File: src/verilog/acmc_defs.svh
/*
  Offsets, field positions, response codes and reset values of the comparator
  mode control block. Assumes inclusion by bare name from design files.
*/
`ifndef ACMC_DEFS_SVH
`define ACMC_DEFS_SVH

`define ACMC_OFF_CONFIG 4'h0
`define ACMC_OFF_INT_STAT 4'h4
`define ACMC_OFF_INT_MASK 4'h8
`define ACMC_OFF_PORT_DIR 4'hC

`define ACMC_BIT_RESULT 6
`define ACMC_BIT_INVERT 4
`define ACMC_BIT_SWITCH 3
`define ACMC_MODE_LSB 0
`define ACMC_MODE_MSB 2

`define ACMC_INT_CHANGE 0

`define ACMC_CONFIG_RST 3'h0
`define ACMC_DIR_RST 3'h7

`define ACMC_RESP_OKAY 2'h0
`define ACMC_RESP_SLVERR 2'h2

`endif

File: src/verilog/acmc_pkg.sv
/*
  Types of the comparator mode control block.
  Assumes acmc_defs.svh is on the include path.
*/
package acmc_pkg;

  typedef enum logic [2:0] {
    ACMC_MODE_RESET = 3'b000,
    ACMC_MODE_OUT = 3'b001,
    ACMC_MODE_NOOUT = 3'b010,
    ACMC_MODE_OUT_REF = 3'b011,
    ACMC_MODE_REF = 3'b100,
    ACMC_MODE_MUX_OUT = 3'b101,
    ACMC_MODE_MUX_REF = 3'b110,
    ACMC_MODE_OFF = 3'b111
  } acmc_mode_e;

  typedef enum logic [0:0] {
    ACMC_WR_IDLE = 1'b0,
    ACMC_WR_RESP = 1'b1
  } acmc_wr_e;

  typedef struct packed {
    logic syncA;
    logic syncB;
    logic [2:0] pinSyncA;
    logic [2:0] pinSyncB;
    logic latchedResult;
    logic changeFlag;
    logic changeMask;
    acmc_mode_e modeSelect;
    logic polarityInvert;
    logic inputSwitchSelect;
    logic [2:0] pinDirection;
    acmc_wr_e wrState;
    logic rValid;
    logic [31:0] rData;
    logic [1:0] rResp;
    logic [1:0] bResp;
    logic [2:0] portData;
  } acmc_state_s;

endpackage : acmc_pkg

File: src/verilog/acmc_analog_comparator_mode_control.sv
/*
  Digital control around one analog comparator: mode decode, pin
  functions, polarity, input switch, change flag and an AXI4-Lite slave.
  Assumes the comparator output arrives asynchronously and that the three
  shared pins are plus input (0), minus input (1) and result output (2).
*/
`timescale 1ns/1ps
`default_nettype none
`include "acmc_defs.svh"

module acmc_analog_comparator_mode_control
  import acmc_pkg::*;
(
  // Clock, reset, enable
  input wire logic clk_sys,
  input wire logic srst,
  input wire logic clkEn,
  // AXI4-Lite slave
  input wire logic [3:0] s_axi_awaddr,
  input wire logic s_axi_awvalid,
  output logic s_axi_awready,
  input wire logic [31:0] s_axi_wdata,
  input wire logic [3:0] s_axi_wstrb,
  input wire logic s_axi_wvalid,
  output logic s_axi_wready,
  output logic [1:0] s_axi_bresp,
  output logic s_axi_bvalid,
  input wire logic s_axi_bready,
  input wire logic [3:0] s_axi_araddr,
  input wire logic s_axi_arvalid,
  output logic s_axi_arready,
  output logic [31:0] s_axi_rdata,
  output logic [1:0] s_axi_rresp,
  output logic s_axi_rvalid,
  input wire logic s_axi_rready,
  // Analog comparator core
  input wire logic compareRaw,
  output logic comparatorEnable,
  output logic inputSwitchSelect,
  output logic referenceSelect,
  // Shared port pins: 0 plus input, 1 minus input, 2 result output
  input wire logic [2:0] pinIn,
  output logic [2:0] pinOut,
  output logic [2:0] pinOe,
  output logic [2:0] pinPortOut,
  output logic [2:0] pinInputBufEn,
  // Interrupt
  output logic irq
);

  // ==========================================================
  // Mode decode
  // ==========================================================
  // Bit order of the returned mask: 0 plus, 1 minus, 2 result pin
  function automatic logic [2:0] analogPins(input acmc_mode_e m);
    case (m)
      ACMC_MODE_RESET: analogPins = 3'h3;
      ACMC_MODE_OUT: analogPins = 3'h3;
      ACMC_MODE_NOOUT: analogPins = 3'h3;
      ACMC_MODE_OUT_REF: analogPins = 3'h2;
      ACMC_MODE_REF: analogPins = 3'h3;
      ACMC_MODE_MUX_OUT: analogPins = 3'h3;
      ACMC_MODE_MUX_REF: analogPins = 3'h3;
      default: analogPins = 3'h0;
    endcase
  endfunction : analogPins

  function automatic logic drivesPin(input acmc_mode_e m);
    drivesPin = (m == ACMC_MODE_OUT) || (m == ACMC_MODE_OUT_REF) ||
      (m == ACMC_MODE_MUX_OUT);
  endfunction : drivesPin

  function automatic logic isOff(input acmc_mode_e m);
    isOff = (m == ACMC_MODE_RESET) || (m == ACMC_MODE_OFF);
  endfunction : isOff

  // ==========================================================
  // State
  // ==========================================================
  acmc_state_s state_reg;
  acmc_state_s state_next;

  logic [2:0] analogMask;
  logic compareResult;
  logic awGo;
  logic arGo;
  logic wrConfig;
  logic rdConfig;
  logic [31:0] configWord;

  // Off modes leave the raw value meaningless, so force 0 before inversion
  assign analogMask = analogPins(state_reg.modeSelect);
  assign compareResult = (state_reg.syncB & ~isOff(state_reg.modeSelect))
    ^ state_reg.polarityInvert;

  assign configWord = {25'h0, compareResult, 1'b0,
    state_reg.polarityInvert, state_reg.inputSwitchSelect,
    state_reg.modeSelect};

  // Write address and data are taken together only, in the idle state
  // No handshake while frozen, or a transfer would be lost
  assign awGo = clkEn && s_axi_awvalid && s_axi_wvalid &&
    (state_reg.wrState == ACMC_WR_IDLE);
  assign arGo = clkEn && s_axi_arvalid && !state_reg.rValid;
  assign wrConfig = awGo && (s_axi_awaddr == `ACMC_OFF_CONFIG);
  assign rdConfig = arGo && (s_axi_araddr == `ACMC_OFF_CONFIG);

  always_comb begin
    state_next = state_reg;
    // Two-flop synchroniser; only syncB is read anywhere
    state_next.syncA = compareRaw;
    state_next.syncB = state_reg.syncA;
    // Pin levels are asynchronous: two flops before the port data
    state_next.pinSyncA = pinIn;
    state_next.pinSyncB = state_reg.pinSyncA;
    // Analog pins read 0 in the port data
    state_next.portData = state_reg.pinSyncB & ~analogMask;

    // Reads and writes of the configuration refresh the mismatch latch
    if (rdConfig || wrConfig) begin
      state_next.latchedResult = compareResult;
    end

    // Write channel
    if (state_reg.wrState == ACMC_WR_RESP) begin
      if (s_axi_bready) begin
        state_next.wrState = ACMC_WR_IDLE;
      end
    end else if (awGo) begin
      state_next.wrState = ACMC_WR_RESP;
      state_next.bResp = `ACMC_RESP_OKAY;
      if (s_axi_awaddr == `ACMC_OFF_CONFIG) begin
        if (s_axi_wstrb[0]) begin
          state_next.modeSelect = acmc_mode_e'(
            s_axi_wdata[`ACMC_MODE_MSB:`ACMC_MODE_LSB]);
          state_next.inputSwitchSelect =
            s_axi_wdata[`ACMC_BIT_SWITCH];
          state_next.polarityInvert = s_axi_wdata[`ACMC_BIT_INVERT];
        end
      end else if (s_axi_awaddr == `ACMC_OFF_INT_STAT) begin
        if (s_axi_wstrb[0] && s_axi_wdata[`ACMC_INT_CHANGE]) begin
          state_next.changeFlag = 1'b0;
        end
      end else if (s_axi_awaddr == `ACMC_OFF_INT_MASK) begin
        if (s_axi_wstrb[0]) begin
          state_next.changeMask = s_axi_wdata[`ACMC_INT_CHANGE];
        end
      end else if (s_axi_awaddr == `ACMC_OFF_PORT_DIR) begin
        if (s_axi_wstrb[0]) begin
          state_next.pinDirection = s_axi_wdata[2:0];
        end
      end else begin
        state_next.bResp = `ACMC_RESP_SLVERR;
      end
    end

    // Mismatch sets the flag; set wins over a same-cycle clear
    if (compareResult != state_reg.latchedResult) begin
      state_next.changeFlag = 1'b1;
    end

    // Read channel
    if (state_reg.rValid) begin
      if (s_axi_rready) begin
        state_next.rValid = 1'b0;
      end
    end else if (arGo) begin
      state_next.rValid = 1'b1;
      state_next.rResp = `ACMC_RESP_OKAY;
      if (s_axi_araddr == `ACMC_OFF_CONFIG) begin
        state_next.rData = configWord;
      end else if (s_axi_araddr == `ACMC_OFF_INT_STAT) begin
        state_next.rData = {31'h0, state_reg.changeFlag};
      end else if (s_axi_araddr == `ACMC_OFF_INT_MASK) begin
        state_next.rData = {31'h0, state_reg.changeMask};
      end else if (s_axi_araddr == `ACMC_OFF_PORT_DIR) begin
        state_next.rData = {26'h0, state_reg.portData,
          state_reg.pinDirection};
      end else begin
        state_next.rData = 32'h0;
        state_next.rResp = `ACMC_RESP_SLVERR;
      end
    end
  end

  always_ff @(posedge clk_sys) begin
    if (srst) begin
      state_reg.syncA <= 1'b0;
      state_reg.syncB <= 1'b0;
      state_reg.pinSyncA <= 3'h0;
      state_reg.pinSyncB <= 3'h0;
      state_reg.latchedResult <= 1'b0;
      state_reg.changeFlag <= 1'b0;
      state_reg.changeMask <= 1'b0;
      state_reg.modeSelect <= acmc_mode_e'(`ACMC_CONFIG_RST);
      state_reg.polarityInvert <= 1'b0;
      state_reg.inputSwitchSelect <= 1'b0;
      state_reg.pinDirection <= `ACMC_DIR_RST;
      state_reg.wrState <= ACMC_WR_IDLE;
      state_reg.rValid <= 1'b0;
      state_reg.rData <= 32'h0;
      state_reg.rResp <= `ACMC_RESP_OKAY;
      state_reg.bResp <= `ACMC_RESP_OKAY;
      state_reg.portData <= 3'h0;
    end else if (clkEn) begin
      state_reg <= state_next;
    end
  end

  // ==========================================================
  // Outputs
  // ==========================================================
  assign s_axi_awready = awGo;
  assign s_axi_wready = awGo;
  assign s_axi_bvalid = (state_reg.wrState == ACMC_WR_RESP);
  assign s_axi_bresp = state_reg.bResp;
  assign s_axi_arready = arGo;
  assign s_axi_rvalid = state_reg.rValid;
  assign s_axi_rdata = state_reg.rData;
  assign s_axi_rresp = state_reg.rResp;

  assign comparatorEnable = ~isOff(state_reg.modeSelect);
  // Switch is meaningful only in the multiplexed modes
  assign inputSwitchSelect = state_reg.inputSwitchSelect &&
    ((state_reg.modeSelect == ACMC_MODE_MUX_OUT) ||
     (state_reg.modeSelect == ACMC_MODE_MUX_REF));
  assign referenceSelect = (state_reg.modeSelect == ACMC_MODE_OUT_REF) ||
    (state_reg.modeSelect == ACMC_MODE_REF) ||
    (state_reg.modeSelect == ACMC_MODE_MUX_OUT) ||
    (state_reg.modeSelect == ACMC_MODE_MUX_REF);

  assign pinInputBufEn = ~analogMask;
  assign pinPortOut = state_reg.portData;

  // Pin 2 carries the result when routed, regardless of direction bit
  genvar gi;
  generate
    for (gi = 0; gi < 3; gi++) begin : g_pin
      if (gi == 2) begin : g_res
        assign pinOut[gi] = drivesPin(state_reg.modeSelect) ?
          compareResult : 1'b0;
        assign pinOe[gi] = drivesPin(state_reg.modeSelect);
      end else begin : g_io
        assign pinOut[gi] = 1'b0;
        assign pinOe[gi] = 1'b0;
      end
    end
  endgenerate

  assign irq = state_reg.changeFlag & state_reg.changeMask;

endmodule : acmc_analog_comparator_mode_control
`default_nettype wire

File: config.mk
export PLATFORM = sky130hd
export DESIGN_NAME = acmc_analog_comparator_mode_control
export DESIGN_NICKNAME = d
export VERILOG_FILES = /design/src/verilog/acmc_pkg.sv /design/src/verilog/acmc_analog_comparator_mode_control.sv
export VERILOG_INCLUDE_DIRS = /design/src /design/src/verilog
export SDC_FILE = /design/constraint.sdc
export NUM_CORES = 1
export LEC_CHECK = 0
export ABC_AREA = 1
export BUFFER_PORTS_ARGS = -buffer_cell sky130_fd_sc_hd__buf_2
export CORE_ASPECT_RATIO = 0.7
export CORE_UTILIZATION = 43
export CTS_CLUSTER_SIZE = 12
export DETAILED_ROUTE_END_ITERATION = 8
export PLACE_DENSITY = 0.78
export SLEW_MARGIN = 40
export SYNTH_ARGS = -nofsm -noshare
export SYNTH_HDL_FRONTEND = slang
export SYNTH_SLANG_ARGS = --single-unit
File: constraint.sdc
create_clock -name clk_sys -period 1.5 [get_ports clk_sys]
set_input_delay 0.3 -clock clk_sys [delete_from_list [all_inputs] [get_ports clk_sys]]
set_output_delay 0.3 -clock clk_sys [all_outputs]
set_load 0.05 [all_outputs]
==> results.md <==
- DR iter-0 viols: just over 70
- Status: complete, but fails checks
- Total track usage: 18.5%
- CTS Hold Bufs: 0
- PwrDens: ~880 nW/µm²
- DR WL/cell: 11.7 µm
- Count of state elements after synthesis: 33
- Commonest non-fill, non-tap cell in the layout: buf_2
- H-tree Lvls: 2
- Largest net degree at the start of global routing: 24
- Sw Pwr: between 600 and 700 µW
- Ant. Diodes: 0
- Critical Path AT: around 1.3 ns
- Tcrit/Tclk final: 109%
- Crit path max-delay family: flip-flops
- Sw frac: roughly a third
- Ports: 113
- Area grow syn2layout: 20.3%
- Unrepaired setup endpoints after global routing: true
- Vias: 1648
- Dpl cell area: 2030 µm²
- Synth cell types: 28
- Comb power frac: between 20% and 30%
- Hold Crit Class: in2reg
- Gate Count Post-Synth: 248
- Port bufs: 50
- Filler cell count in the final layout: between 300 and 400
- Global-route wire length before repair: 6.31 mm
- Design area: ~2300 µm²
- EDFF count, synth: 0
- Hold Crit Depth: 3
- Critical Path, Cell by Cell: nor2_4 > nand2_2 > nand3_2 > nand2_2 > a21boi_2 > buf_6
- CTS buffer count: 5
- GPL Wtd Cong: between 0.8 and 0.9
- Layout cells sized above 1: between 30% and 40%
- Max FFs per register: 10
- Largest stage delay, worst path: about 0.37 ns
- Worst-path clk slew: around 0.070 ns
- Vias/cell: approximately 4.7
- Worst reg2reg path depth: 11
- Yosys warning count: 0
- Register area: around 670 µm²
- Final Net Count: between 300 and 400
- Peak VDD IR: between 500 and 600 µV
- Most repeated library cell on the critical path: nand2_2
- Seq/Total Area, Yosys: between 30% and 40%
- Clk buf depth: 2
- Part of the power in the clock network: 32.4%
- Req. time, crit path: ~1.2 ns
- Die height: approximately 57 µm
- Syn avg cell area: between 7 and 8 µm²
- Fraction of registers with async set/reset: 0%
- Hold Fails Final Rpt: 0
- Initial Util: between 40% and 50%
- TritonCTS clock tree: done
- Slew Viols, Final: 0
- Sequential group share of total power: about 46%
- Post-route insts no fill: roughly 350
- Final setup vio count: 7
- Crit. End Element: output pin
- Leak: between 0.001 and 0.0015 µW
- DRC: 0
- Worst skew pair latency: approximately 0.29 ns
- Synth Flop Type: dfxtp_1
- Critical path depth in cells: 6
- Final WS setup: -0.129 ns
- Setup Skew: about 0.0095 ns
- Slowest cell on crit path: dfxtp_4
- Root Driver: clkbuf_8
- DR pass1 iterations: 6
- Die Wd: 80.9 µm
- Critical path launch point type: flip-flop
- Commonest cells after routing, fill and taps aside: buf_2 (43), nand2_1 (37), conb_1 (32)
- Total grt overflow: 0
- P_int: about 1300 µW
- Core area: 4040 µm²
- Setup CP Type: reg2out
- Clock sink count: 33
- Initial antenna violation count: 0
- Area taken by multi-input logic gates: about 950 µm²
- CP Max Fanout: 4
- Fmax: 0.614 GHz
- Netlist Area Pre-Place: about 1900 µm²
- Post-DP HPWL: 2.88 mm
- Violated checks: setup timing
- DRT Wirelength: about 4.1 mm
- Placed insts: about 340
- Vias in the first global route: about 1400
- Max Cap Violations: 0
- Buf/Inv on CP: 1
- Tmin final: ~1.6 ns
- Routed Antenna Nets: 0
- Row count: 19
- Die area: around 4600 µm²
==> final cells by class <==
class | count | area share [%]
clock buffer | 6 | 3.22
clock inverter | 2 | 0.444
inverter | 20 | 3.56
multi-input combinational | 175 | 42.0
sequential | 33 | 29.8
tap | 52 | 2.89
timing repair buffer | 66 | 18.1
==> synthesized netlist by cell type, types with 3 or more instances <==
library cell | number | area (µm²)
o21ai_0 | 15 | 75.1
dfxtp_1 | 33 | 661
nor2_8 | 3 | 60.1
nor2_1 | 25 | 93.8
inv_1 | 17 | 63.8
clkbuf_1 | 3 | 11.3
a31oi_1 | 4 | 25.0
nand2_1 | 42 | 158
nand3_1 | 15 | 75.1
nand4_1 | 3 | 18.8
o21ai_1 | 5 | 25.0
a21oi_1 | 17 | 85.1
buf_4 | 45 | 338
==> timing repair <==
item,4_1_cts,5_1_grt
setup endpoints to repair,6,11
pin swaps,4,6
gates resized for setup,18,14
setup buffers,4,1
==> routing by layer <==
metal	global-route usage, %	up-vias	share of wire (%)
met2	28.9	58	47
met3	5.44	5	6.6
met1	23.9	753	45
li1	-	832	-
met5	0	-	0
met4	7.40	0	0.87
==> through the flow <==
stage	utilization (%)	worst slack, ns	TNS, ns	total power [µW]	hold WS (ns)
after global placement	50.3	0.0492	0	1360	0.438
after global routing	55.7	-0.174	-0.693	2090	0.242
after floorplan	-	-0.284	-0.284	1360	0.429
after CTS	54.4	-0.123	-0.253	2010	0.229
final	55.7	-0.129	-0.309	1990	0.237
after detailed placement	50.3	0.0258	0	1360	0.447
==> cells by family after synthesis <==
kind of cell           share of synthesized area [%]
AOI/OAI and AO/OA                               12.4
buffers and inverters                           23.8
DFF                                             35.3
other                                          0.401
and+or+nand+nor                                 28.1
==> path summary, 6_finish.rpt <==
path / start / endpoint / slack (ns)
worst min register to register: state_reg[52] / state_reg[52] / 0.45
worst max register to register: configWord[1] / state_reg[50] / -0.05
worst min-delay path: pinIn[1] / state_next[53] / 0.24
worst max-delay path: configWord[1] / pinOut[2] / -0.13
==> power by group through the flow <==
stage               logic, µW  clock network (µW)  registers (µW)
finish                    426                 646             920
global route              454                 711             921
CTS                       422                 667             922
detailed placement        419                   0             943
global placement          415                   0             943
floorplan                 409                   0             950
==> worst min-delay path, delay by kind of cell <==
kind | cells | cell delay, ns
simple gates | 2 | 0.11
buf+inv | 1 | 0.07
Power figures use the tool's default switching activity.
